===== src/pfs_pkg.sv =====
package pfs_pkg;

  // Clock and filter timing
  localparam int ClkPeriodNs = 10;
  localparam int EnableFilterNs = 3000;
  localparam int SignalFilterNs = 20000;
  localparam int OverloadFilterUs = 1000;
  localparam int ShortCheckUs = 1000;
  localparam int EnableFilterCycles = (EnableFilterNs + ClkPeriodNs - 1) / ClkPeriodNs;
  localparam int SignalFilterCycles = (SignalFilterNs + ClkPeriodNs - 1) / ClkPeriodNs;
  localparam int OverloadFilterCycles = (OverloadFilterUs * 1000) / ClkPeriodNs;
  localparam int ShortCheckCycles = (ShortCheckUs * 1000) / ClkPeriodNs;
  localparam int OtpLoadCycles = 4;
  localparam int FiltW = 17;

  // APB register offsets
  localparam logic [7:0] FlagsOffset = 8'h00;
  localparam logic [7:0] StatusOffset = 8'h04;
  localparam logic [7:0] ControlOffset = 8'h08;
  localparam logic [7:0] MaskOffset = 8'h0C;

  // Flag bit positions
  localparam int FlagHeatWarnBit = 0;
  localparam int FlagOverheatBit = 1;
  localparam int FlagRailShortBit = 2;
  localparam int FlagRailSummaryBit = 3;
  localparam int FlagRegResetBit = 4;
  localparam int FlagPeakLimitBit = 5;
  localparam int FlagPowerGoodBit = 6;
  localparam int FlagCount = 7;

  // Status bit positions
  localparam int StatHeatWarnBit = 0;
  localparam int StatOverheatBit = 1;
  localparam int StatRailRunBit = 2;
  localparam int StatPeakLimitBit = 3;
  localparam int StatPowerGoodBit = 4;
  localparam int StatModeLsb = 8;

  // Control bit positions
  localparam int CtlRailEnableBit = 0;
  localparam int CtlPinCtrlBit = 1;
  localparam int CtlPinSelectBit = 2;
  localparam int CtlDischargeBit = 3;
  localparam int CtlWarnLevelBit = 4;

  // Reset values
  localparam logic [4:0] ControlReset = 5'h00;
  localparam logic [FlagCount-1:0] MaskReset = 7'h00;

  typedef enum logic [2:0] {
    ModeShutdown, ModeWaitOn, ModeReadOtp, ModeStandby, ModeActive
  } pfs_mode_type;

  typedef struct packed {
    logic psel;
    logic penable;
    logic pwrite;
    logic [7:0] paddr;
    logic [31:0] pwdata;
  } pfs_apb_req_type;

  typedef struct packed {
    logic pready;
    logic pslverr;
    logic [31:0] prdata;
  } pfs_apb_rsp_type;

  typedef struct packed {
    logic heatWarnLow;
    logic heatWarnHigh;
    logic overheat;
    logic peakLimit;
    logic powerGood;
    logic feedbackLow;
  } pfs_monitor_type;

endpackage


===== src/pfs_supervisor.sv =====
`timescale 1ns/100ps

module pfs_filter #(
  parameter logic [16:0] Cycles = 17'h00001
) (
  // Clock and reset
  input wire logic ref_clk,
  input wire logic rst,
  // Raw and filtered level
  input wire logic rawIn,
  output logic filtOut
);
  logic [16:0] count_q;
  logic state_q;

  // Counter restarts whenever the raw level agrees with the filtered one
  always_ff @(posedge ref_clk) begin
    if (rst) begin
      count_q <= 17'h00000;
      state_q <= 1'b0;
    end else if (rawIn == state_q) begin
      count_q <= 17'h00000;
    end else if (count_q >= Cycles - 17'h00001) begin
      count_q <= 17'h00000;
      state_q <= rawIn;
    end else begin
      count_q <= count_q + 17'h00001;
    end
  end

  assign filtOut = state_q;
endmodule // pfs_filter

module pfs_supervisor
  import pfs_pkg::*;
(
  // Clock and reset
  input wire logic ref_clk,
  input wire logic rst,
  // APB slave
  input wire pfs_apb_req_type apbReq,
  output pfs_apb_rsp_type apbRsp,
  // Supply and release pins
  input wire logic main_supply_pin,
  input wire logic power_release_pin,
  // Rail enable pins
  input wire logic rail_enable_pin_a,
  input wire logic rail_enable_pin_b,
  // Analog monitor comparators
  input wire pfs_monitor_type monitor,
  input wire logic outputBelowFault,
  // Power stage controls and interrupt request
  output logic railSwitchEnable,
  output logic dischargeEnable,
  output logic biasEnable,
  output logic interrupt_request_n
);

  typedef struct packed {
    pfs_mode_type mode;
    logic [FlagCount-1:0] flags;
    logic [FlagCount-1:0] mask;
    logic [4:0] control;
    logic railRun;
    logic startCheck;
    logic [16:0] startCnt;
    logic [2:0] otpCnt;
    logic [31:0] rdata;
    logic prevWarn;
    logic prevHot;
    logic prevLimit;
    logic prevGood;
    logic faultSeen;
  } pfs_state_type;

  pfs_state_type s_q;
  pfs_state_type s_d;

  logic enA;
  logic enB;
  logic warnLowF;
  logic warnHighF;
  logic hotF;
  logic limitF;
  logic goodF;
  logic overloadF;
  logic heatWarn;
  logic railRequest;
  logic apbAccess;
  logic apbWrite;
  logic mapped;
  logic [FlagCount-1:0] clearMask;

  pfs_filter #(.Cycles(17'(EnableFilterCycles))) fEnA (
    .ref_clk(ref_clk), .rst(rst), .rawIn(rail_enable_pin_a), .filtOut(enA));
  pfs_filter #(.Cycles(17'(EnableFilterCycles))) fEnB (
    .ref_clk(ref_clk), .rst(rst), .rawIn(rail_enable_pin_b), .filtOut(enB));
  pfs_filter #(.Cycles(17'(SignalFilterCycles))) fWarnL (
    .ref_clk(ref_clk), .rst(rst), .rawIn(monitor.heatWarnLow), .filtOut(warnLowF));
  pfs_filter #(.Cycles(17'(SignalFilterCycles))) fWarnH (
    .ref_clk(ref_clk), .rst(rst), .rawIn(monitor.heatWarnHigh), .filtOut(warnHighF));
  pfs_filter #(.Cycles(17'(SignalFilterCycles))) fHot (
    .ref_clk(ref_clk), .rst(rst), .rawIn(monitor.overheat), .filtOut(hotF));
  pfs_filter #(.Cycles(17'(SignalFilterCycles))) fLim (
    .ref_clk(ref_clk), .rst(rst), .rawIn(monitor.peakLimit), .filtOut(limitF));
  pfs_filter #(.Cycles(17'(SignalFilterCycles))) fGood (
    .ref_clk(ref_clk), .rst(rst), .rawIn(monitor.powerGood), .filtOut(goodF));
  pfs_filter #(.Cycles(17'(OverloadFilterCycles))) fLoad (
    .ref_clk(ref_clk), .rst(rst), .rawIn(monitor.feedbackLow), .filtOut(overloadF));

  assign heatWarn = s_q.control[CtlWarnLevelBit] ? warnHighF : warnLowF;

  // Pin control picks one of the two pins; register bit otherwise
  assign railRequest = s_q.control[CtlPinCtrlBit]
    ? (s_q.control[CtlPinSelectBit] ? enB : enA)
    : s_q.control[CtlRailEnableBit];

  assign apbAccess = apbReq.psel && apbReq.penable;
  assign apbWrite = apbAccess && apbReq.pwrite;
  assign mapped = (apbReq.paddr == FlagsOffset) || (apbReq.paddr == StatusOffset)
    || (apbReq.paddr == ControlOffset) || (apbReq.paddr == MaskOffset);

  always_comb begin
    logic supplyOk;
    logic hotOrPending;
    logic faultNow;
    logic [FlagCount-1:0] setMask;
    supplyOk = main_supply_pin && power_release_pin;
    hotOrPending = 1'b0;
    faultNow = 1'b0;
    setMask = '0;
    s_d = s_q;
    clearMask = '0;
    s_d.prevWarn = heatWarn;
    s_d.prevHot = hotF;
    s_d.prevLimit = limitF;
    s_d.prevGood = goodF;

    if (apbWrite && apbReq.paddr == FlagsOffset) begin
      clearMask = apbReq.pwdata[FlagCount-1:0];
    end
    if (hotF) begin
      clearMask[FlagOverheatBit] = 1'b0;
    end

    if (heatWarn && !s_q.prevWarn) begin
      setMask[FlagHeatWarnBit] = 1'b1;
    end
    if (hotF && !s_q.prevHot) begin
      setMask[FlagOverheatBit] = 1'b1;
    end
    if (limitF && !s_q.prevLimit) begin
      setMask[FlagPeakLimitBit] = 1'b1;
      setMask[FlagRailSummaryBit] = 1'b1;
    end
    if (goodF && !s_q.prevGood && s_q.railRun) begin
      setMask[FlagPowerGoodBit] = 1'b1;
      setMask[FlagRailSummaryBit] = 1'b1;
    end

    // short check 1 ms after enable
    if (s_q.railRun && s_q.startCheck) begin
      if (s_q.startCnt >= 17'(ShortCheckCycles - 1)) begin
        s_d.startCheck = 1'b0;
        faultNow = outputBelowFault;
      end else begin
        s_d.startCnt = s_q.startCnt + 17'h00001;
      end
    end
    if (s_q.railRun && !s_q.startCheck && overloadF) begin
      faultNow = 1'b1;
    end
    if (faultNow) begin
      setMask[FlagRailShortBit] = 1'b1;
      setMask[FlagRailSummaryBit] = 1'b1;
      s_d.railRun = 1'b0;
    end

    // Set beats a simultaneous clear
    s_d.flags = (s_q.flags & ~clearMask) | setMask;

    if (apbWrite && apbReq.paddr == ControlOffset) begin
      s_d.control = apbReq.pwdata[4:0];
    end
    if (apbWrite && apbReq.paddr == MaskOffset) begin
      s_d.mask = apbReq.pwdata[FlagCount-1:0];
    end

    // enable blocked while hot or pending
    hotOrPending = hotF || s_q.flags[FlagOverheatBit];

    unique case (s_q.mode)
      ModeShutdown: begin
        s_d.railRun = 1'b0;
        if (power_release_pin) begin
          s_d.mode = ModeWaitOn;
        end
      end
      ModeWaitOn: begin
        if (supplyOk) begin
          s_d.mode = ModeReadOtp;
          s_d.otpCnt = 3'h0;
        end
      end
      ModeReadOtp: begin
        s_d.control = ControlReset;
        s_d.mask = MaskReset;
        s_d.otpCnt = s_q.otpCnt + 3'h1;
        if (s_q.otpCnt == 3'(OtpLoadCycles - 1)) begin
          s_d.mode = ModeStandby;
          s_d.flags = '0;
          s_d.flags[FlagRegResetBit] = 1'b1;
        end
      end
      ModeStandby: begin
        if (railRequest && !hotOrPending && !s_q.flags[FlagRailShortBit]) begin
          s_d.mode = ModeActive;
          s_d.railRun = 1'b1;
          s_d.startCheck = 1'b1;
          s_d.startCnt = 17'h00000;
        end
      end
      ModeActive: begin
        if (hotF || !railRequest || faultNow || !s_q.railRun) begin
          s_d.railRun = 1'b0;
          s_d.mode = ModeStandby;
        end
      end
      default: s_d.mode = ModeShutdown;
    endcase

    if (!supplyOk && s_q.mode != ModeShutdown && s_q.mode != ModeWaitOn) begin
      s_d.mode = ModeShutdown;
      s_d.railRun = 1'b0;
    end
    if (!power_release_pin) begin
      s_d.mode = ModeShutdown;
      s_d.railRun = 1'b0;
    end

    if (apbAccess && !apbReq.pwrite) begin
      unique case (apbReq.paddr)
        FlagsOffset: s_d.rdata = 32'(s_q.flags);
        StatusOffset: begin
          s_d.rdata = 32'h00000000;
          s_d.rdata[StatHeatWarnBit] = heatWarn;
          s_d.rdata[StatOverheatBit] = hotF;
          s_d.rdata[StatRailRunBit] = s_q.railRun;
          s_d.rdata[StatPeakLimitBit] = limitF;
          s_d.rdata[StatPowerGoodBit] = goodF;
          s_d.rdata[StatModeLsb +: 3] = s_q.mode;
        end
        ControlOffset: s_d.rdata = 32'(s_q.control);
        MaskOffset: s_d.rdata = 32'(s_q.mask);
        default: s_d.rdata = 32'h00000000;
      endcase
    end
  end

  always_ff @(posedge ref_clk) begin
    if (rst) begin
      s_q <= '0;
      s_q.mode <= ModeShutdown;
      s_q.control <= ControlReset;
      s_q.mask <= MaskReset;
    end else begin
      s_q <= s_d;
    end
  end

  logic readPhase_q;

  // Read data is registered, so a read takes one wait cycle
  assign apbRsp.pready = apbAccess && (apbReq.pwrite || readPhase_q);
  assign apbRsp.pslverr = apbAccess && !mapped && apbRsp.pready;
  assign apbRsp.prdata = s_q.rdata;

  always_ff @(posedge ref_clk) begin
    if (rst) begin
      readPhase_q <= 1'b0;
    end else begin
      readPhase_q <= apbAccess && !apbReq.pwrite && !readPhase_q;
    end
  end

  // stage off on disable, discharge optional
  assign railSwitchEnable = s_q.railRun;
  assign dischargeEnable = !s_q.railRun && s_q.control[CtlDischargeBit]
    && s_q.mode != ModeReadOtp;
  assign biasEnable = s_q.mode != ModeShutdown;
  // low while any unmasked flag pending
  assign interrupt_request_n = !(|(s_q.flags & ~s_q.mask));

endmodule // pfs_supervisor


===== config.mk =====
export PLATFORM = sky130hd
export DESIGN_NAME = pfs_supervisor
export DESIGN_NICKNAME = d
export VERILOG_FILES = /design/src/pfs_pkg.sv /design/src/pfs_supervisor.sv
export SDC_FILE = /design/constraint.sdc
export NUM_CORES = 1
export LEC_CHECK = 0
export ABC_AREA = 1
export BUFFER_PORTS_ARGS = -buffer_cell sky130_fd_sc_hd__buf_4
export CORE_ASPECT_RATIO = 1.5
export CORE_MARGIN = 2
export CORE_UTILIZATION = 45
export DETAILED_ROUTE_END_ITERATION = 6
export PLACE_DENSITY = 0.67
export SLEW_MARGIN = 5
export SYNTH_ARGS = -nofsm -noshare
export SYNTH_HDL_FRONTEND = slang
export SYNTH_SLANG_ARGS = --single-unit

===== constraint.sdc =====
create_clock -name ref_clk -period 2.08 [get_ports ref_clk]
set_input_delay 0 -clock ref_clk [delete_from_list [all_inputs] [get_ports ref_clk]]
set_output_delay 0 -clock ref_clk [all_outputs]
set_load 0.02 [all_outputs]

==> key figures, run 1 <==
STA
  • Setup violators final: 0
  • Rel. slew slack: 63.1%
  • Final setup TNS: 0 ns
  • Worst Tran Pin Value: 0.539 ns
  • Hold Violations, Final: 0
  • Max Slew Vio Count: 0
  • Maximum clock rate: 0.539 GHz
  • Setup ws final: 0.224 ns
  • Setup Skew: 0.0116 ns
  • RSZ-0062 raised after global routing: false
  • Tmin final: 1.86 ns
  • Crit share post-route: 89.2%

GRT
  • Largest net degree at the start of global routing: 18
  • Global-route usage over all layers: 16.8%
  • Global route overflow: 0
  • Number of global-route vias before repair: 6377
  • Initial antenna violation count: 0
  • First-pass GRT wire length: 27700 µm

Synthesis
  • Avg Inst Size Synth: 7.82 µm²
  • Synthesized-area fraction occupied by xor and xnor cells: 5.77%
  • Mux cell area share after synthesis: 0.118%
  • Post-Synthesis Cells: 1086
  • Count of cell types in the netlist: 42
  • Simple-Gate Fraction of Synth Area: 25.5%
  • Post-synthesis adder-cell area fraction: 1.62%
  • Flops & latches, synth: 203
  • Main combinational cell family by area after synthesis: simple AND/OR/NAND/NOR gates
  • Area contributors post-synth: dfxtp_1, nor2_1, nand2_1
  • Register area share after synthesis: 47.8%
  • Post-synthesis compound-gate area fraction: 8.96%
  • Cell taking the most area after synthesis: dfxtp_1
  • Synthesized area: 8490 µm²
  • Area share of the largest cell type after synthesis: 47.8%
  • Yosys warning total: 0

Floorplanning
  • Initial Utilization: 45.8%
  • Die height: 172 µm
  • IO Pins: 94
  • Width of the die: 116 µm
  • Row cnt: 61
  • Full die area: 20000 µm²
  • Core area: 18500 µm²

Final layout
  • Commonest non-fill, non-tap cell in the layout: dfxtp_1
  • Most frequent cells in the layout: dfxtp_1, nor2_1, nand2_1
  • Area of the multi-input gates: 3820 µm²
  • Filler Cells Inserted: 1770
  • Layout area overhead: 18.3%
  • Fin nets: 1271
  • Share of layout cells above drive strength 1: 9.13%
  • Ant. Diodes: 0
  • Seq. cell area: 4060 µm²

Clocking
  • Clk slew on worst S/H paths: 0.06 ns
  • Htree depth: 1
  • CTS resizes: 0
  • Maximum root-to-sink buffer count: 3
  • Total CTS buffers: 21
  • Clk root buf: clkbuf_16
  • Worst skew pair latency: 0.49 ns
  • CTS sink cnt: 203
  • CTS tree: built

Placed design
  • RD Place Congestion: 0.854
  • PortBufs: 46
  • DPL Wire Length: 12200 µm
  • Pre-CTS setup slack: 0.198 ns

Worst setup path
  • Register-to-Register Path Depth: 6
  • CP Class: flop to flop
  • CP required: 2.48 ns
  • CP endpoint kind: flop
  • CP max FO: 11
  • Arrival time worst endpoint: 2.26 ns
  • Startpoint types: flop

Min path
  • HP Class: input port to flop
  • WHS Path Cells: 7

Power and ir drop
  • Leak: 4.04 nW
  • Pwr Density: 808 nW/µm²
  • Max rail drop VDD: 0.000469 V

Routing
  • Wire per inst: 11.2 µm
  • Via density: 4.65
  • Vias post-DR: 6830
  • Detail Route Antenna Nets: 0
  • Router iterations before antenna repair: 5
  • Drc violations: 0
  • Drt total wl: 16500 µm
  • Iter 0 DRT Violations: 238

Status
  • Run status: completed

Run
  • Number of max-cap violations: 0
-- what timing repair did --
| item | 4_1_cts | 5_1_grt |
|---|---|---|
| endpoints found under the hold margin | 80 | 0 |
| hold buffers | 21 | 0 |
| buffers inserted | 0 | 0 |
-- per-stage QoR --
step / instances / area, µm² / power [mW] / hold WS (ns) / utilization, %
after global placement: 1412 / 9140 / 4.38 / 0.251 / 49.3
after floorplan: 1153 / 8740 / 4.30 / 0.128 / -
after CTS: 1468 / 10000 / 8.23 / 0.0389 / 54.2
final: 1468 / 10000 / 8.12 / 0.0407 / 54.2
after global routing: 1468 / 10000 / 8.44 / 0.102 / 54.2
after detailed placement: 1412 / 9140 / 4.39 / 0.257 / 49.3
-- Yosys cell counts (all sizes together) --
master / n
a2111oi: 1
a211oi: 3
a21boi: 2
a21oi: 59
a31oi: 6
and2: 1
and3: 1
buf: 42
clkbuf: 6
conb: 1
dfxtp: 203
ha: 11
inv: 140
mux2i: 1
nand2: 154
nand3: 59
nand3b: 3
nand4: 25
nor2: 182
nor3: 32
nor3b: 7
nor4: 13
o211a: 1
o21ai: 54
o21bai: 1
o22ai: 8
o311ai: 2
o31ai: 3
or2: 9
xnor2: 15
xor2: 41
-- power breakdown --
part           switching [mW]  internal [mW]
Clock                    1.48           2.30
Sequential             0.0329           3.96
Combinational           0.205          0.131
Total                    1.72           6.40
-- final cells by class --
type	instances	share of cell area, %
Multi-Input combinational cell	762	38.0
Clock inverter	9	1.32
Sequential cell	203	40.5
Timing Repair Buffer	76	6.20
Inverter	140	5.23
Clock buffer	26	5.62
Tap cell	252	3.14
-- critical path, stage by stage, from the launching register on --
cell and delay [ns]:
dfxtp_1 0.33, ha_1 0.23, nand3_1 0.10, nand2_1 0.07
o31ai_1 0.35, nand3_1 0.40, nor3_1 0.28
-- worst paths after layout --
kind,from,to,slack [ns]
worst min-delay path,apbReq[36],s_q[77],0.04
worst min register to register,readPhase_q,readPhase_q,0.42
worst max-delay path,fLim.count_q[0],fLim.count_q[9],0.22
worst max register to register,fLim.count_q[0],fLim.count_q[9],0.22
-- metal layers --
metal  routed length (µm)  share of wire, %  global-route usage (%)  up-vias
met5                    0                 0                       0        -
met4                  529               3.2                    6.37        0
met3                  812               4.9                    2.77       39
met2                 8280                50                    30.5      133
met1                 6860                42                    19.6     3025
li1                     -                 -                       -     3633
-- cell families (layout without fill, tap and decap cells) --
family,after synthesis,count (layout)
adders and majority gates,11,11
muxes,1,1
DFF,203,203
xor gates and xnor gates,56,56
buffers and inverters,188,251
and+or+nand+nor,486,486
other,1,68
AOI/OAI and AO/OA,140,140
-- state kept, by name, indices dropped and copies added, names as in the netlist, 10 cells and up --
name and flops:
fEnB.count_q 17, fWarnL.count_q 17, fEnA.count_q 17, fGood.count_q 17
fHot.count_q 17, fWarnH.count_q 17, apbRsp 10, fLoad.count_q 17
fLim.count_q 17, s_q 47
Power figures use the tool's default switching activity.
==> inputs of run 2 (changes only) <==
--- a/config.mk
+++ b/config.mk
@@ -11,7 +11,7 @@
 export CORE_MARGIN = 2
 export CORE_UTILIZATION = 45
 export DETAILED_ROUTE_END_ITERATION = 6
-export PLACE_DENSITY = 0.67
+export PLACE_DENSITY = 0.69
 export SLEW_MARGIN = 5
 export SYNTH_ARGS = -nofsm -noshare
 export SYNTH_HDL_FRONTEND = slang
==> constraint.sdc (replaced) <==
create_clock -name ref_clk -period 1.7 [get_ports ref_clk]
set_input_delay 0 -clock ref_clk [delete_from_list [all_inputs] [get_ports ref_clk]]
set_output_delay 0 -clock ref_clk [all_outputs]
set_load 0.02 [all_outputs]
==> run 2 against run 1 <==
Power up 20%. Largest cell class unchanged. Fmax up 13%. Count of clock-buffer cells in the layout down 2. Combinational power is 36% higher. Largest power group unchanged. Via count increased by 5.1%. Sequential share of layout area fell by 2.0 points. Sequential power increased by 22%. Non-clock buffer count rose by 44. Register-to-register slack got worse by 0.17 ns.
==> key figures, run 2 (synthesized netlist as in run 1, its figures left out) <==
Worst setup path
  • R2R Setup Slk: 0.06 ns
  • Register-to-Register Path Depth: 9
  • RR Startpoint: s_q[46]
  • Slowest-stage cell, CP: dfxtp_4
  • CP required: 2.09 ns
  • Arrival time worst endpoint: 2.03 ns
  • Worst reg2reg endpoint: s_q[48]
  • Worst path buffer plus inverter count: 1
  • CP Class: flop to flop
  • Slowest stage delay, CP: 0.35 ns
  • Crit-path leading delay family: simple AND/OR/NAND/NOR gates
  • CP max FO: 7
  • CP endpoint kind: flop
  • Startpoint types: flop
  • Cell Chain, Critical Path: o21ai_2, nand2_1, a21oi_2, nand2_4, nor2_4, inv_2, nor2_2, xor2_1, nor2_1
  • Crit. path cell count: 9

Final layout
  • Ant. Diodes: 0
  • Share of layout cells above drive strength 1: 16.3%
  • Layout area overhead: 25.1%
  • Commonest non-fill, non-tap cell in the layout: dfxtp_1
  • Max reg flops: 47
  • Reg with most FFs: s_q
  • Most frequent cells in the layout: dfxtp_1, nor2_1, nand2_1
  • Fin nets: 1316
  • Final Util: 57.3%

Clocking
  • CTS sink cnt: 203
  • Htree depth: 1
  • Worst skew pair latency: 0.49 ns
  • Maximum root-to-sink buffer count: 3
  • CTS tree: built
  • Clk slew on worst S/H paths: 0.07 ns
  • Clk root buf: clkbuf_16
  • Total CTS buffers: 20

Power and ir drop
  • Max rail drop VDD: 0.000641 V
  • Pwr Density: 916 nW/µm²
  • Leak: 4.25 nW

Floorplanning
  • Initial Utilization: 45.8%
  • Die height: 172 µm
  • Row cnt: 61
  • Core area: 18500 µm²
  • Width of the die: 116 µm
  • IO Pins: 94
  • Full die area: 20000 µm²

STA
  • Max Slew Vio Count: 0
  • Setup Skew: 0.0111 ns
  • Crit share post-route: 96.6%
  • Tmin final: 1.64 ns
  • Rel. slew slack: 57.7%
  • Maximum clock rate: 0.609 GHz
  • Setup violators final: 0
  • Setup ws final: 0.0582 ns
  • RSZ-0062 raised after global routing: true
  • Hold Violations, Final: 0
  • Worst Tran Pin Value: 0.632 ns

Status
  • Run status: completed

Routing
  • Drt total wl: 17600 µm
  • Iter 0 DRT Violations: 377
  • Router iterations before antenna repair: 5
  • Via density: 4.74
  • Detail Route Antenna Nets: 0
  • Wire per inst: 11.6 µm
  • Vias post-DR: 7177
  • Drc violations: 0

Min path
  • Worst Hold Endpoint: s_q[59]
  • Hold Path Origin: apbReq[35]
  • HP Class: input port to flop
  • WHS Path Cells: 4

Placed design
  • RD Place Congestion: 0.863
  • Pre-CTS setup slack: 0.0212 ns
  • PortBufs: 46
  • DPL Wire Length: 12500 µm

GRT
  • Global route overflow: 0
  • First-pass GRT wire length: 28800 µm
  • Largest net degree at the start of global routing: 18
  • Initial antenna violation count: 0
  • Number of global-route vias before repair: 6742
  • Global-route usage over all layers: 17.4%

Run
  • Number of max-cap violations: 0
==> run 2: cell count changes in the layout (fill, tap and decap cells not counted), sizes merged <==
cell	before	now
buf	55	97
nand3b	3	5
clkinvlp	1	5
bufinv	3	2
clkinv	4	6
clkbuf	26	24
inv	141	139
dlygate4sd3	21	23
==> run 2: tightest hold or removal path, cell delays in order <==
cell	delay [ns]
buf_4	0.12
nand4_1	0.13
nor2_2	0.11
a21oi_1	0.14
==> run 2: routing by layer <==
layer	wire length (µm)	vias up	share of wire (%)	track usage (%)
li1	-	3738	-	-
met1	7080	3282	40	19.1
met2	9340	124	53	33.7
met3	726	33	4.1	2.21
met4	494	0	2.8	6.21
met5	0	-	0	0
==> run 2: repair_timing <==
| item | CTS | global route |
|---|---|---|
| endpoints found under the setup margin | 3 | 95 |
| endpoints found under the hold margin | 110 | 0 |
| pin swaps | 2 | 10 |
| buffers inserted | 0 | 7 |
| gates cloned | 0 | 3 |
| hold buffers | 23 | 0 |
| resized for setup | 6 | 67 |
==> run 2: worst max-delay path by stage <==
stage,start,endpoint,slack [ns]
after floorplan,s_q[72],interrupt_request_n,0.13
final,s_q[46],s_q[48],0.06
after global routing,s_q[46],s_q[48],-0.08
after global placement,fLoad.count_q[1],fLoad.count_q[14],0.07
after detailed placement,fLoad.count_q[1],fLoad.count_q[12],0.02
after CTS,s_q[40],s_q[74],0.0003
==> run 2: cell type report <==
class                           instances  area, µm²
Clock buffer                           24        537
Clock inverter                         12        124
Fill cell                            1726       7920
Inverter                              140        529
Multi-Input combinational cell        764       4050
Sequential cell                       203       4090
Tap cell                              252        315
Timing Repair Buffer                  120        990
==> run 2: stage by stage <==
stage | cells | instance area [µm²] | TNS, ns | hold WS (ns) | total power, mW
global placement | 1446 | 9410 | 0 | 0.241 | 5.38
floorplan | 1153 | 8740 | 0 | 0.128 | 5.26
global route | 1515 | 10600 | -0.238 | 0.0666 | 10.1
finish | 1515 | 10600 | 0 | 0.0500 | 9.73
CTS | 1505 | 10300 | 0 | 0.0388 | 9.84
detailed placement | 1446 | 9410 | 0 | 0.251 | 5.39
==> run 2: power breakdown <==
group          switching, mW  internal, mW  total, mW
clock network           1.81          2.58       4.39
logic                  0.271         0.187      0.458
registers             0.0424          4.84       4.89
total                   2.13          7.61       9.73
==> inputs of run 3 (changes only) <==
--- a/config.mk
+++ b/config.mk
@@ -11,7 +11,7 @@
 export CORE_MARGIN = 2
 export CORE_UTILIZATION = 45
 export DETAILED_ROUTE_END_ITERATION = 6
-export PLACE_DENSITY = 0.69
+export PLACE_DENSITY = 0.67
 export SLEW_MARGIN = 5
 export SYNTH_ARGS = -nofsm -noshare
 export SYNTH_HDL_FRONTEND = slang
==> constraint.sdc (replaced) <==
create_clock -name ref_clk -period 2.1 [get_ports ref_clk]
set_input_delay 0 -clock ref_clk [delete_from_list [all_inputs] [get_ports ref_clk]]
set_output_delay 0 -clock ref_clk [all_outputs]
set_load 0.02 [all_outputs]
==> run 3 against run 2 <==
Critical path depth fell by 3. Register-to-register slack improved by 0.18 ns. Worst hold slack got worse by 0.029 ns. Count of clock-buffer cells in the layout up 3. Non-clock buffer count shrank 45. Critical path type unchanged. Largest cell class unchanged. Highest routed layer unchanged.
==> key figures, run 3 (synthesized netlist as in run 1, its figures left out) <==
STA
  • Rel. slew slack: 60.8%
  • Setup ws final: 0.242 ns
  • Tmin final: 1.86 ns
  • Maximum clock rate: 0.538 GHz
  • Setup Skew: 0.0102 ns
  • RSZ-0062 raised after global routing: false
  • Worst Tran Pin Value: 0.573 ns
  • Crit share post-route: 88.5%
  • Max Slew Vio Count: 0
  • Hold Violations, Final: 0
  • Setup violators final: 0
  • Final setup TNS: 0 ns

Clocking
  • CTS sink cnt: 203
  • Clk root buf: clkbuf_16
  • Htree depth: 1
  • Setup Fix Bufs, Post-CTS: 0
  • Maximum root-to-sink buffer count: 3
  • CTS tree: built
  • Total CTS buffers: 20
  • Clk slew on worst S/H paths: 0.06 ns
  • Worst skew pair latency: 0.50 ns

Routing
  • Wire per inst: 11.2 µm
  • Iter 0 DRT Violations: 341
  • Detail Route Antenna Nets: 0
  • Via density: 4.70
  • Drc violations: 0
  • Drt total wl: 16500 µm
  • Vias post-DR: 6890
  • Router iterations before antenna repair: 4

Placed design
  • DPL Wire Length: 12100 µm
  • Dpl cells: 1410
  • Pre-CTS setup slack: 0.227 ns
  • PortBufs: 46
  • Placed Area: 9120 µm²
  • RD Place Congestion: 0.815

Worst setup path
  • Arrival time worst endpoint: 2.26 ns
  • CP max FO: 11
  • CP endpoint kind: flop
  • CP required: 2.50 ns
  • Startpoint types: flop
  • CP Class: flop to flop

Final layout
  • Share of layout cells above drive strength 1: 8.99%
  • Final std cells w/o fill: 1465
  • Commonest non-fill, non-tap cell in the layout: dfxtp_1
  • Reg with most FFs: s_q
  • Max reg flops: 47
  • Ant. Diodes: 0
  • Layout area overhead: 17.4%
  • Post-route cell area: 9970 µm²
  • Most frequent cells in the layout: dfxtp_1, nor2_1, nand2_1
  • Fin nets: 1269

GRT
  • Largest net degree at the start of global routing: 18
  • Global route overflow: 0
  • First-pass GRT wire length: 27600 µm
  • Number of global-route vias before repair: 6373
  • Grt peak-use layer: met2
  • Global-route usage over all layers: 16.8%
  • Met3 Use GR: 2.52%
  • Grt met2 use: 30.7%
  • M1 GR Usage: 19.4%
  • Initial antenna violation count: 0

Floorplanning
  • IO Pins: 94
  • Die height: 172 µm
  • Width of the die: 116 µm
  • Row cnt: 61
  • Initial Utilization: 45.8%
  • Full die area: 20000 µm²
  • Core area: 18500 µm²

Status
  • Run status: completed

Min path
  • HP Class: input port to flop

Power and ir drop
  • Pwr Density: 773 nW/µm²
  • Total power: 7.71 mW
  • Pint: 6.01 mW
  • Leak: 3.99 nW
  • Max rail drop VDD: 0.000632 V
  • Switching Share: 22.0%
  • Sw power: 1.70 mW
  • Gate power share: 4.3%
  • Clock power frac: 44.3%
  • Part of the power in registers: 51.4%

Run
  • Number of max-cap violations: 0
==> run 3: cell count changes in the layout (fill, tap and decap cells not counted), moves of 5 or more <==
cell     previous run  this run
nand3_1            49        58
nor2_1            168       174
dfxtp_2             8         0
inv_2               5         0
dfxtp_1           192       203
inv_1             134       140
nand3_2             9         1
buf_6               5         0
buf_4              91        53
==> run 3: critical path: stages, from the launching register on <==
cell     delay (ns)
dfxtp_1        0.32
ha_1           0.22
nand3_1        0.10
nand2_1        0.08
o31ai_1        0.36
nand3_1        0.41
nor3_1         0.29
==> run 3: final timing paths <==
path                   start  cells past startpoint  slack [ns]              end
max          fLim.count_q[0]                      6        0.24  fLim.count_q[9]
min               apbReq[41]                      4        0.02        apbRsp[9]
max reg2reg  fLim.count_q[0]                      6        0.24  fLim.count_q[9]
min reg2reg      readPhase_q                      1        0.43      readPhase_q
==> run 3: through the flow <==
step / hold slack (ns) / utilization (%)
finish: 0.0212 / 53.8
global route: 0.0493 / 53.8
CTS: 0.0362 / 53.8
detailed placement: 0.257 / 49.2
global placement: 0.242 / 49.2
floorplan: 0.128 / -
==> run 3: power groups by stage <==
| stage | logic (mW) | registers, mW | clock network, mW |
|---|---|---|---|
| final | 0.334 | 3.96 | 3.42 |
| after global routing | 0.378 | 3.96 | 3.66 |
| after CTS | 0.333 | 3.96 | 3.51 |
| after detailed placement | 0.302 | 4.05 | 0 |
| after global placement | 0.298 | 4.04 | 0 |
| after floorplan | 0.225 | 4.03 | 0 |
==> run 3: area by class of cell <==
cell class,count,area [µm²]
fillers,1799,8570
multi-input cells,762,3820
flip-flops and latches,203,4060
clock inverters,6,40.0
well taps,252,315
repair buffers,75,618
clock buffers,27,588
inverters,140,526
==> run 3: repair_timing <==
item | in CTS | in global routing
endpoints found under the setup margin | 0 | 1
hold buffers | 22 | 0
hold endpoints to repair | 77 | 0
gates resized for setup | 0 | 1
==> run 3: per-layer routing <==
layer | routed length [µm] | vias up | part of all wire (%)
met5 | 0 | - | 0
met4 | 532 | 0 | 3.2
met3 | 685 | 37 | 4.2
met2 | 8250 | 125 | 50
met1 | 7000 | 3102 | 42
li1 | - | 3626 | -
